**src/arq_pkg.sv**
```systemverilog
// Package with register map, field positions and entry type of the result queue.
package arq_pkg;
  localparam int ARQ_NUM_CONV = 5;
  localparam int ARQ_RESULT_W = 16;
  localparam int ARQ_DEPTH = 16;

  localparam logic [7:0] ARQ_OFF_STATUS = 8'h00;
  localparam logic [7:0] ARQ_OFF_DATA = 8'h04;
  localparam logic [7:0] ARQ_OFF_IRQ_STAT = 8'h08;
  localparam logic [7:0] ARQ_OFF_IRQ_MASK = 8'h0C;

  localparam int ARQ_BIT_ENABLE = 31;
  localparam int ARQ_BIT_CONV_LO = 24;
  localparam int ARQ_BIT_IRQ_EN = 23;
  localparam int ARQ_BIT_READY = 22;
  localparam int ARQ_BIT_OVF = 21;
  localparam int ARQ_BIT_CNT_LO = 8;
  localparam int ARQ_BIT_SIGN = 7;
  localparam int ARQ_BIT_ID_LO = 0;

  localparam int ARQ_EV_READY = 0;
  localparam int ARQ_EV_OVF = 1;
  localparam int ARQ_EV_W = 2;

  localparam logic [31:0] ARQ_STATUS_RESET = 32'h0000_0000;

  typedef struct packed {
    logic is_signed;
    logic [2:0] src;
    logic [ARQ_RESULT_W-1:0] value;
  } arq_entry_t;

  localparam int ARQ_ENTRY_W = $bits(arq_entry_t);
endpackage : arq_pkg

```
**src/arq_entry_ram.sv**
```systemverilog
// Entry storage of the result queue with a registered read port.
`timescale 1ns/10ps
module arq_entry_ram #(
  parameter int DEPTH = 16,
  parameter int WIDTH = 20,
  parameter int AW = 4
) (
  input wire logic pclk,
  input wire logic we,
  input wire logic [AW-1:0] waddr,
  input wire logic [WIDTH-1:0] wdata,
  input wire logic [AW-1:0] raddr,
  output logic [WIDTH-1:0] rdata
);
  logic [WIDTH-1:0] mem [DEPTH];

  // A write to the address being read passes straight through, so a fresh head shows at once.
  always_ff @(posedge pclk) begin
    if (we) begin
      mem[waddr] <= wdata;
    end
    rdata <= (we && waddr == raddr) ? wdata : mem[raddr];
  end
endmodule : arq_entry_ram

```
**src/arq_result_queue.sv**
```systemverilog
// Shared converter result queue with its APB status, data and interrupt registers.
//
// The address map and register access over APB were decided locally.
`timescale 1ns/10ps
module arq_result_queue
  import arq_pkg::*;
#(
  parameter int DEPTH = ARQ_DEPTH
) (
  input wire logic pclk,
  input wire logic presetn,
  input wire logic psel,
  input wire logic penable,
  input wire logic pwrite,
  input wire logic [7:0] paddr,
  input wire logic [31:0] pwdata,
  output logic [31:0] prdata,
  output logic pready,
  output logic pslverr,
  input wire logic [ARQ_NUM_CONV-1:0] conv_valid,
  input wire logic [ARQ_NUM_CONV-1:0][ARQ_RESULT_W-1:0] conv_result,
  input wire logic [ARQ_NUM_CONV-1:0] conv_signed,
  output logic [ARQ_NUM_CONV-1:0][ARQ_RESULT_W-1:0] converter_result_reg,
  output logic irq
);
  localparam int AW = (DEPTH > 1) ? $clog2(DEPTH) : 1;

  initial begin
    if (DEPTH < 2 || DEPTH > 255) begin
      $error("DEPTH must lie between 2 and 255");
    end
    // The source identifier is three bits wide and codes 5 to 7 stay unused.
    if (ARQ_NUM_CONV < 1 || ARQ_NUM_CONV > 5) begin
      $error("ARQ_NUM_CONV must lie between 1 and 5");
    end
    // The head value is presented in one 32-bit data word.
    if (ARQ_RESULT_W < 1 || ARQ_RESULT_W > 32) begin
      $error("ARQ_RESULT_W must lie between 1 and 32");
    end
  end

  logic queue_enable;
  logic [ARQ_NUM_CONV-1:0] converter_capture_enables;
  logic queue_irq_enable;
  logic queue_overflow_error;
  logic [7:0] queue_entry_count;
  logic [AW-1:0] wr_ptr;
  logic [AW-1:0] rd_ptr;
  logic [ARQ_NUM_CONV-1:0] pending;
  arq_entry_t [ARQ_NUM_CONV-1:0] pend_entry;
  logic [ARQ_EV_W-1:0] irq_status;
  logic [ARQ_EV_W-1:0] irq_mask;
  logic ack;
  logic ready_q;
  logic [ARQ_ENTRY_W-1:0] head_raw;

  // APB decode: every access waits one cycle in the access phase for registered read data.
  wire logic access = psel && penable;
  wire logic done = access && ack;
  wire logic hit_status = paddr == ARQ_OFF_STATUS;
  wire logic hit_data = paddr == ARQ_OFF_DATA;
  wire logic hit_istat = paddr == ARQ_OFF_IRQ_STAT;
  wire logic hit_imask = paddr == ARQ_OFF_IRQ_MASK;
  wire logic hit_any = hit_status || hit_data || hit_istat || hit_imask;
  wire logic wr_done = done && pwrite;
  wire logic rd_done = done && !pwrite;

  // Queue state and the head entry.
  wire logic queue_empty = queue_entry_count == 8'h00;
  wire logic queue_full = queue_entry_count == 8'(DEPTH);
  wire logic queue_data_ready = !queue_empty;
  wire arq_entry_t head = arq_entry_t'(head_raw);
  wire logic head_entry_signed = queue_data_ready && head.is_signed;
  // Sign and source fields read zero while the queue is empty, so stale RAM contents never show.
  // The RAM keeps its old word after the last pop, which is why the fields are gated here.
  wire logic [2:0] head_entry_source_id = queue_data_ready ? head.src : 3'h0;
  wire logic pop = rd_done && hit_data && queue_data_ready;

  // One pending converter result enters per cycle, lowest converter number first.
  logic [ARQ_NUM_CONV-1:0] grant;
  always_comb begin
    grant = '0;
    for (int i = ARQ_NUM_CONV - 1; i >= 0; i--) begin
      if (pending[i]) begin
        grant = '0;
        grant[i] = 1'b1;
      end
    end
  end
  wire logic offer = |grant;
  arq_entry_t push_entry;
  always_comb begin
    push_entry = '0;
    for (int i = 0; i < ARQ_NUM_CONV; i++) begin
      if (grant[i]) begin
        push_entry = pend_entry[i];
      end
    end
  end
  wire logic push = offer && queue_enable && !queue_full;
  wire logic overflow_event = offer && queue_enable && queue_full;
  wire logic ready_event = queue_data_ready && !ready_q;

  // Capture of converter results into their own registers and into pending slots.
  wire logic [ARQ_NUM_CONV-1:0] capture = conv_valid & converter_capture_enables
                                         & {ARQ_NUM_CONV{queue_enable}};
  always_ff @(posedge pclk or negedge presetn) begin
    if (!presetn) begin
      converter_result_reg <= '0;
      pending <= '0;
      pend_entry <= '0;
    end else begin
      for (int i = 0; i < ARQ_NUM_CONV; i++) begin
        if (conv_valid[i]) begin
          converter_result_reg[i] <= conv_result[i];
        end
        if (capture[i]) begin
          pending[i] <= 1'b1;
          pend_entry[i] <= '{is_signed: conv_signed[i], src: 3'(i),
                             value: conv_result[i]};
        end else if (grant[i] || !queue_enable) begin
          pending[i] <= 1'b0;
        end
      end
    end
  end

  // Pointers wrap at the last entry, because DEPTH need not be a power of two.
  // A push and a pop in one cycle leave the count unchanged.
  wire logic [AW-1:0] wr_ptr_inc = (wr_ptr == AW'(DEPTH - 1)) ? '0 : wr_ptr + 1'b1;
  wire logic [AW-1:0] rd_ptr_inc = (rd_ptr == AW'(DEPTH - 1)) ? '0 : rd_ptr + 1'b1;
  wire logic [AW-1:0] next_wr_ptr = push ? wr_ptr_inc : wr_ptr;
  wire logic [AW-1:0] next_rd_ptr = pop ? rd_ptr_inc : rd_ptr;
  wire logic count_up = push && !pop;
  wire logic count_down = pop && !push;
  wire logic [7:0] next_count = count_up ? queue_entry_count + 8'h01 :
                                count_down ? queue_entry_count - 8'h01 :
                                queue_entry_count;
  always_ff @(posedge pclk or negedge presetn) begin
    if (!presetn) begin
      wr_ptr <= '0;
      rd_ptr <= '0;
      queue_entry_count <= 8'h00;
    end else begin
      wr_ptr <= next_wr_ptr;
      rd_ptr <= next_rd_ptr;
      queue_entry_count <= next_count;
    end
  end

  // The read address looks one entry ahead on a pop, so the new head is ready next cycle.

  arq_entry_ram #(
    .DEPTH(DEPTH),
    .WIDTH(ARQ_ENTRY_W),
    .AW(AW)
  ) u_ram (
    .pclk(pclk),
    .we(push),
    .waddr(wr_ptr),
    .wdata(push_entry),
    .raddr(next_rd_ptr),
    .rdata(head_raw)
  );

  // Control fields; only the documented writable bits take a write.
  always_ff @(posedge pclk or negedge presetn) begin
    if (!presetn) begin
      queue_enable <= ARQ_STATUS_RESET[ARQ_BIT_ENABLE];
      converter_capture_enables <= ARQ_STATUS_RESET[ARQ_BIT_CONV_LO +: ARQ_NUM_CONV];
      queue_irq_enable <= ARQ_STATUS_RESET[ARQ_BIT_IRQ_EN];
      irq_mask <= '0;
    end else if (wr_done) begin
      if (hit_status) begin
        queue_enable <= pwdata[ARQ_BIT_ENABLE];
        converter_capture_enables <= pwdata[ARQ_BIT_CONV_LO +: ARQ_NUM_CONV];
        queue_irq_enable <= pwdata[ARQ_BIT_IRQ_EN];
      end
      if (hit_imask) begin
        irq_mask <= pwdata[ARQ_EV_W-1:0];
      end
    end
  end

  // Overflow flag and sticky event bits; a new event wins over a clear in the same cycle.
  wire logic ovf_clear = rd_done && hit_status;
  wire logic [ARQ_EV_W-1:0] ev_set = {overflow_event, ready_event};
  wire logic [ARQ_EV_W-1:0] ev_clr = (wr_done && hit_istat) ? pwdata[ARQ_EV_W-1:0] : '0;
  // A dropped result keeps the flag set even when software reads the status in that cycle.
  wire logic ovf_hold = queue_overflow_error && !ovf_clear;
  wire logic next_overflow_error = overflow_event || ovf_hold;
  wire logic [ARQ_EV_W-1:0] next_irq_status = ev_set | (irq_status & ~ev_clr);
  always_ff @(posedge pclk or negedge presetn) begin
    if (!presetn) begin
      queue_overflow_error <= 1'b0;
      irq_status <= '0;
      ready_q <= 1'b0;
    end else begin
      queue_overflow_error <= next_overflow_error;
      irq_status <= next_irq_status;
      ready_q <= queue_data_ready;
    end
  end

  // Interrupt: the enabled data-ready level, or any unmasked sticky event.
  // It is registered, so it follows its sources one cycle later but never glitches.
  wire logic irq_level = queue_irq_enable && queue_data_ready;
  wire logic irq_sticky = |(irq_status & irq_mask);
  wire logic next_irq = irq_level || irq_sticky;
  always_ff @(posedge pclk or negedge presetn) begin
    if (!presetn) begin
      irq <= 1'b0;
    end else begin
      irq <= next_irq;
    end
  end

  // Status word; unlisted bits stay zero.
  logic [31:0] status_word;
  always_comb begin
    status_word = '0;
    status_word[ARQ_BIT_ENABLE] = queue_enable;
    status_word[ARQ_BIT_CONV_LO +: ARQ_NUM_CONV] = converter_capture_enables;
    status_word[ARQ_BIT_IRQ_EN] = queue_irq_enable;
    status_word[ARQ_BIT_READY] = queue_data_ready;
    status_word[ARQ_BIT_OVF] = queue_overflow_error;
    status_word[ARQ_BIT_CNT_LO +: 8] = queue_entry_count;
    status_word[ARQ_BIT_SIGN] = head_entry_signed;
    status_word[ARQ_BIT_ID_LO +: 3] = head_entry_source_id;
  end

  wire logic [31:0] queue_output_data = queue_data_ready ? 32'(head.value) : 32'h0000_0000;
  wire logic [31:0] read_mux = hit_status ? status_word :
                               hit_data ? queue_output_data :
                               hit_istat ? 32'(irq_status) :
                               hit_imask ? 32'(irq_mask) : 32'h0000_0000;

  // Access phase tracker: the first access cycle loads read data, the second answers.
  typedef enum logic [1:0] {
    ARQ_ST_LOAD = 2'b01,
    ARQ_ST_ANSWER = 2'b10
  } arq_bus_state_t;
  arq_bus_state_t bus_state;
  arq_bus_state_t next_bus_state;
  always_comb begin
    case (bus_state)
      ARQ_ST_LOAD: begin
        next_bus_state = access ? ARQ_ST_ANSWER : ARQ_ST_LOAD;
      end
      ARQ_ST_ANSWER: begin
        next_bus_state = ARQ_ST_LOAD;
      end
      default: begin
        next_bus_state = ARQ_ST_LOAD;
      end
    endcase
  end
  always_ff @(posedge pclk or negedge presetn) begin
    if (!presetn) begin
      bus_state <= ARQ_ST_LOAD;
    end else begin
      bus_state <= next_bus_state;
    end
  end
  assign ack = bus_state == ARQ_ST_ANSWER;
  wire logic load = access && !ack;

  // Read data and the answer are prepared in the first access cycle.
  always_ff @(posedge pclk or negedge presetn) begin
    if (!presetn) begin
      prdata <= 32'h0000_0000;
      pslverr <= 1'b0;
    end else begin
      if (load) begin
        prdata <= pwrite ? 32'h0000_0000 : read_mux;
        pslverr <= !hit_any;
      end else if (!access) begin
        pslverr <= 1'b0;
      end
    end
  end

  assign pready = done;
endmodule : arq_result_queue

```
**config.mk**
```make
export PLATFORM = sky130hd
export DESIGN_NAME = arq_result_queue
export DESIGN_NICKNAME = d
export VERILOG_FILES = /design/src/arq_pkg.sv /design/src/arq_entry_ram.sv /design/src/arq_result_queue.sv
export SDC_FILE = /design/constraint.sdc
export NUM_CORES = 1
export LEC_CHECK = 0
export BUFFER_PORTS_ARGS = -buffer_cell sky130_fd_sc_hd__buf_4
export CAP_MARGIN = 10
export CORE_AREA = 4 4 216 218
export DETAILED_ROUTE_END_ITERATION = 8
export DIE_AREA = 0 0 220 222
export GPL_ROUTABILITY_DRIVEN = 0
export PLACE_DENSITY = 0.69
export SYNTH_ARGS = -nofsm -noshare
export SYNTH_HDL_FRONTEND = slang
export SYNTH_SLANG_ARGS = --single-unit
```
**constraint.sdc**
```tcl
create_clock -name pclk -period 3.7 [get_ports pclk]
set_clock_uncertainty 0.15 [all_clocks]
set_input_delay 0.555 -clock pclk [delete_from_list [all_inputs] [get_ports pclk]]
set_output_delay 0.555 -clock pclk [all_outputs]
set_load 0.01 [all_outputs]
```
==> impl_summary.md <==
Worst hold path
The hold-critical path endpoint is converter_capture_enables[1]. The start point of the worst min-delay path is pwdata[25]. The worst hold path passes through 2 cells. The type of the most critical hold path is input pin to register.

GRT
For this run the aggregate overflow at the end of global routing stands at 0. The number of global-route vias before repair was 12.85k. The first-pass GRT wire length is 79.67 mm.

The pin count of the biggest net entering global routing is 88. In the global route stage, overall resource usage came out at 0.2169. The number of antenna violations at the first check in global routing was 1.

Clocking
The worst-skew pair later-pin latency is 0.59 ns. The H-tree generated during clock tree synthesis spans 2 levels. TritonCTS built the clock tree. In this run the deepest clock path goes through 3 buffers. The tree built by TritonCTS fans out to 556 sinks.

Clock-pin slew was measured on the worst setup and hold paths at 0.06 ns. The number of setup buffers added after CTS is 0. The total clock buffers created by CTS is 54. The clock tree root buffer cell is sky130_fd_sc_hd__clkbuf_16.

Die
The standard cell core area is 44890 um2. The die covers 48840 um2. The starting density of the core is 0.4926. In this run the vertical extent of the chip is 222 um. The die is 220 um wide. The number of cell rows is 78. The number of top-level pins is 250.

Power and ir drop
The leakage dissipation is 9.542 nW. For this design the ratio of total power to cell area is 476.5 nW/um2. Across the VDD grid, the largest voltage drop is 373.3 uV.

Critical path
The end of the worst register-to-register path is queue_entry_count[7]. Walking the worst path, the cells encountered are or4_1 -> o21ai_1 -> nor2b_1 -> ha_1 -> inv_1 -> ha_1 -> a21oi_1 -> o221ai_1 -> and3_1 -> o21ba_2 -> xor2_1. The slowest stage of the critical path belongs to the cell sky130_fd_sc_hd__or4_1. The setup slack on the worst flop-to-flop path is 0.36 ns.

The setup path with the least slack is of type register to register. The worst setup path is launched from a register. The data required time at the worst endpoint is 4.03 ns.

The delay of the slowest cell on the worst path is 0.48 ns. Data on the critical path arrives at its endpoint at 3.67 ns. The most used cell along the critical path is sky130_fd_sc_hd__ha_1. In this run the critical register-to-register path is launched from pending[2]. In this run the worst path has a maximum fanout of 8. The worst setup path is captured at a register. For the worst flop-to-flop path, the logic depth is 11.

Synth
The count of flip-flops with a built-in enable after synthesis is 320. The total number of yosys warnings is 0. Of the total synthesized cell area, the portion taken by XOR and XNOR cells is 0.002772.

The synthesized design contains 556 register bits. The number of distinct library cells after synthesis is 59. In this run the cell area of the synthesized design comes to 22110 um2. After synthesis, the largest family of logic cells by area is multiplexers.

Among all flip-flop cells after synthesis, the most frequent one is sky130_fd_sc_hd__edfxtp_1. The async set or reset register ratio after synthesis is 0.4173. Counting every instance in the synthesized netlist gives 1231.

The mean instance size in the synthesized netlist is 17.97 um2. Of the post-synthesis cell area, the part taken by muxes is 0.1936. The post-synthesis share of cell area spent on full adders, half adders and majority gates is 0.008260. The share of synthesized cell area in and, or, nand and nor gates is 0.03338. The synthesized-area fraction occupied by ao, oa, aoi and oai cells is 0.04232.

The share of synthesized area occupied by flip-flops and latches is 0.7007.

Placement
The half-perimeter wire length after placement is 34.65 mm. Buffers placed on the I/O ports in this run total 219. Counting tap cells, the placed design contains a total of 2034 instances. Before CTS, the worst setup slack after placement is 0.1328 ns.

Run
Across the run, the number of max-cap violations was 0.

Detailed routing
Detailed routing inserted a total of 12.16k vias. After detailed routing, the number of vias per cell comes to 5.694. For this block, the routed nets add up to 52.44 mm of wire.

The first routing iteration left 916 violations. For this run, the detailed router's first-pass iteration total came to 5. The post-detailed-route count of antenna-violating nets is 0. After detailed routing, the number of remaining DRC violations is 0. After detailed routing, the average wire length per cell comes to 24.56 um.

Timing
The final count of hold timing violations came to 0. The worst setup margin is 0.3559 ns. The max-slew headroom at the worst pin is 0.3062. At the pin with the least slew margin, the transition time is 1.041 ns. The portion of the clock cycle consumed by the worst path in the final layout is 0.9038. Setup violations remaining at the end of the flow were counted as 0. The final max-slew violation count is 0. Setup repair after global routing left no endpoint under its margin. The total negative setup slack is 0 ns. Derived from the worst setup path, the maximum achievable clock frequency is 299.0 MHz. The clock period could shrink to 3.344 ns.

Outcome
The flow ran to the end, and the final reports show no timing, DRC or antenna violations.

Cells and area
The number of flip-flops under the largest register name is 320. The post-layout net count is 1640. Counting the fill cells in the layout gives 3478. For this run, the number of standard cells in the final layout without fillers is 2135.

The area overhead of the layout relative to synthesis is 19.11%. In the final layout, the share of cells above drive strength 1 is 0.4087.
==> layout by cell type, fill, tap and decap left out, types with 16 or more instances in the layout <==
| cell | instances |
|---|---|
| sky130_fd_sc_hd__dfrtp_1 | 231 |
| sky130_fd_sc_hd__o21ai_0 | 39 |
| sky130_fd_sc_hd__mux4_2 | 87 |
| sky130_fd_sc_hd__clkbuf_16 | 57 |
| sky130_fd_sc_hd__mux2_2 | 180 |
| sky130_fd_sc_hd__inv_1 | 19 |
| sky130_fd_sc_hd__mux2i_1 | 19 |
| sky130_fd_sc_hd__a221o_1 | 18 |
| sky130_fd_sc_hd__buf_4 | 266 |
| sky130_fd_sc_hd__clkbuf_1 | 18 |
| sky130_fd_sc_hd__a22oi_1 | 24 |
| sky130_fd_sc_hd__a21oi_1 | 16 |
| sky130_fd_sc_hd__edfxtp_1 | 320 |
| sky130_fd_sc_hd__nand2_1 | 51 |
==> stage by stage <==
step | hold slack, ns | instance area, um2 | util | power, W
6_report | 0.03933 | 26340 | 0.5867 | 0.01255
5_1_grt | 0.004394 | 26340 | 0.5867 | 0.01296
4_1_cts | 0.004643 | 26330 | 0.5865 | 0.01266
3_5_place_dp | 0.2976 | 24590 | 0.5477 | 0.007288
3_3_place_gp | 0.2933 | 24590 | 0.5477 | 0.007280
2_1_floorplan | 0.1094 | 22140 | - | 0.006935
==> logic make-up after synthesis <==
kind of cell / count (synthesis)
compound gates: 134
xor+xnor: 7
fa+ha+maj: 14
buf+inv: 90
flops: 556
mux: 293
other cells: 1
simple gates: 136
==> synthesized netlist by cell type (3+ instances only) <==
library cell / n / area share
sky130_fd_sc_hd__mux2_2: 180 / 0.092
sky130_fd_sc_hd__dfrtp_1: 231 / 0.26
sky130_fd_sc_hd__o21ai_0: 39 / 0.0088
sky130_fd_sc_hd__nor2_1: 14 / 0.0024
sky130_fd_sc_hd__xnor2_1: 4 / 0.0016
sky130_fd_sc_hd__nor3_1: 8 / 0.0018
sky130_fd_sc_hd__a21o_1: 3 / 0.0010
sky130_fd_sc_hd__nor2b_1: 3 / 0.00085
sky130_fd_sc_hd__a22o_1: 9 / 0.0036
sky130_fd_sc_hd__xor2_1: 3 / 0.0012
sky130_fd_sc_hd__buf_4: 17 / 0.0058
sky130_fd_sc_hd__mux2i_1: 19 / 0.0086
sky130_fd_sc_hd__a21oi_1: 16 / 0.0036
sky130_fd_sc_hd__a22oi_1: 24 / 0.0081
sky130_fd_sc_hd__mux2_4: 7 / 0.0048
sky130_fd_sc_hd__nor3b_1: 3 / 0.0010
sky130_fd_sc_hd__and3_1: 3 / 0.00085
sky130_fd_sc_hd__buf_2: 11 / 0.0025
sky130_fd_sc_hd__mux4_2: 87 / 0.089
sky130_fd_sc_hd__edfxtp_1: 320 / 0.43
sky130_fd_sc_hd__nor4_1: 4 / 0.0011
sky130_fd_sc_hd__o211ai_1: 3 / 0.0010
sky130_fd_sc_hd__nand2b_1: 6 / 0.0017
sky130_fd_sc_hd__inv_1: 19 / 0.0032
sky130_fd_sc_hd__o31ai_1: 3 / 0.0010
sky130_fd_sc_hd__nand2_1: 51 / 0.0087
sky130_fd_sc_hd__ha_1: 13 / 0.0074
sky130_fd_sc_hd__o21a_1: 3 / 0.0010
sky130_fd_sc_hd__and4_1: 3 / 0.0012
sky130_fd_sc_hd__dfxtp_1: 4 / 0.0036
sky130_fd_sc_hd__buf_1: 6 / 0.0010
sky130_fd_sc_hd__clkbuf_1: 37 / 0.0063
sky130_fd_sc_hd__a221o_1: 18 / 0.0081
sky130_fd_sc_hd__nand3_1: 14 / 0.0032
sky130_fd_sc_hd__and2_1: 14 / 0.0040
==> how the worst max path moves through the flow <==
stage | start | to | slack [ns]
after floorplan | paddr[1] | queue_entry_count[7] | 0.39
after global placement | paddr[1] | queue_entry_count[7] | 0.20
after detailed placement | paddr[1] | queue_entry_count[7] | 0.13
after CTS | queue_entry_count[3] | queue_entry_count[7] | 0.24
after global routing | pending[2] | queue_entry_count[7] | 0.13
final | pending[2] | queue_entry_count[7] | 0.36
==> worst max-delay path: cells and delay by family (launching register included) <==
| family | cells | cell delay [ns] |
|---|---|---|
| AND/OR/NAND/NOR | 3 | 0.80 |
| buffers and inverters | 1 | 0.26 |
| adder cells (fa/ha/maj) | 2 | 0.54 |
| AO/OA/AOI/OAI | 4 | 0.88 |
| XOR/XNOR | 1 | 0.13 |
| flip-flops | 1 | 0.44 |
==> layout make-up <==
cell class	instances	area [um2]	share of cell area
Antenna cell	1	2.502	0.00009500
Clock buffer	78	1535	0.05828
Clock inverter	21	196.4	0.007458
Inverter	19	71.32	0.002708
Multi-Input combinational cell	591	6237	0.2368
Sequential cell	556	15500	0.5886
Tap cell	600	750.7	0.02850
Timing Repair Buffer	269	2042	0.07752
==> what timing repair did <==
item                       CTS  global route
setup endpoints to repair    0             1
hold buffers                 1             0
gates resized for setup      0             1
hold endpoints to repair    82             0
==> per-layer routing <==
| metal | vias to the layer above | global-route usage | wire, um |
|---|---|---|---|
| met2 | 378 | 0.3481 | 25880 |
| li1 | 5312 | - | - |
| met3 | 78 | 0.05276 | 3285 |
| met1 | 6386 | 0.3000 | 21830 |
| met5 | - | 0 | 14 |
| met4 | 2 | 0.05976 | 1440 |
==> where the power goes <==
group / internal, W / leakage (nW) / switching [W]
sequential: 0.00660 / 5.29 / 0.0000502
clock: 0.00315 / 0.843 / 0.00225
combinational: 0.000269 / 3.41 / 0.000245
(Power assumes the default switching activity.)
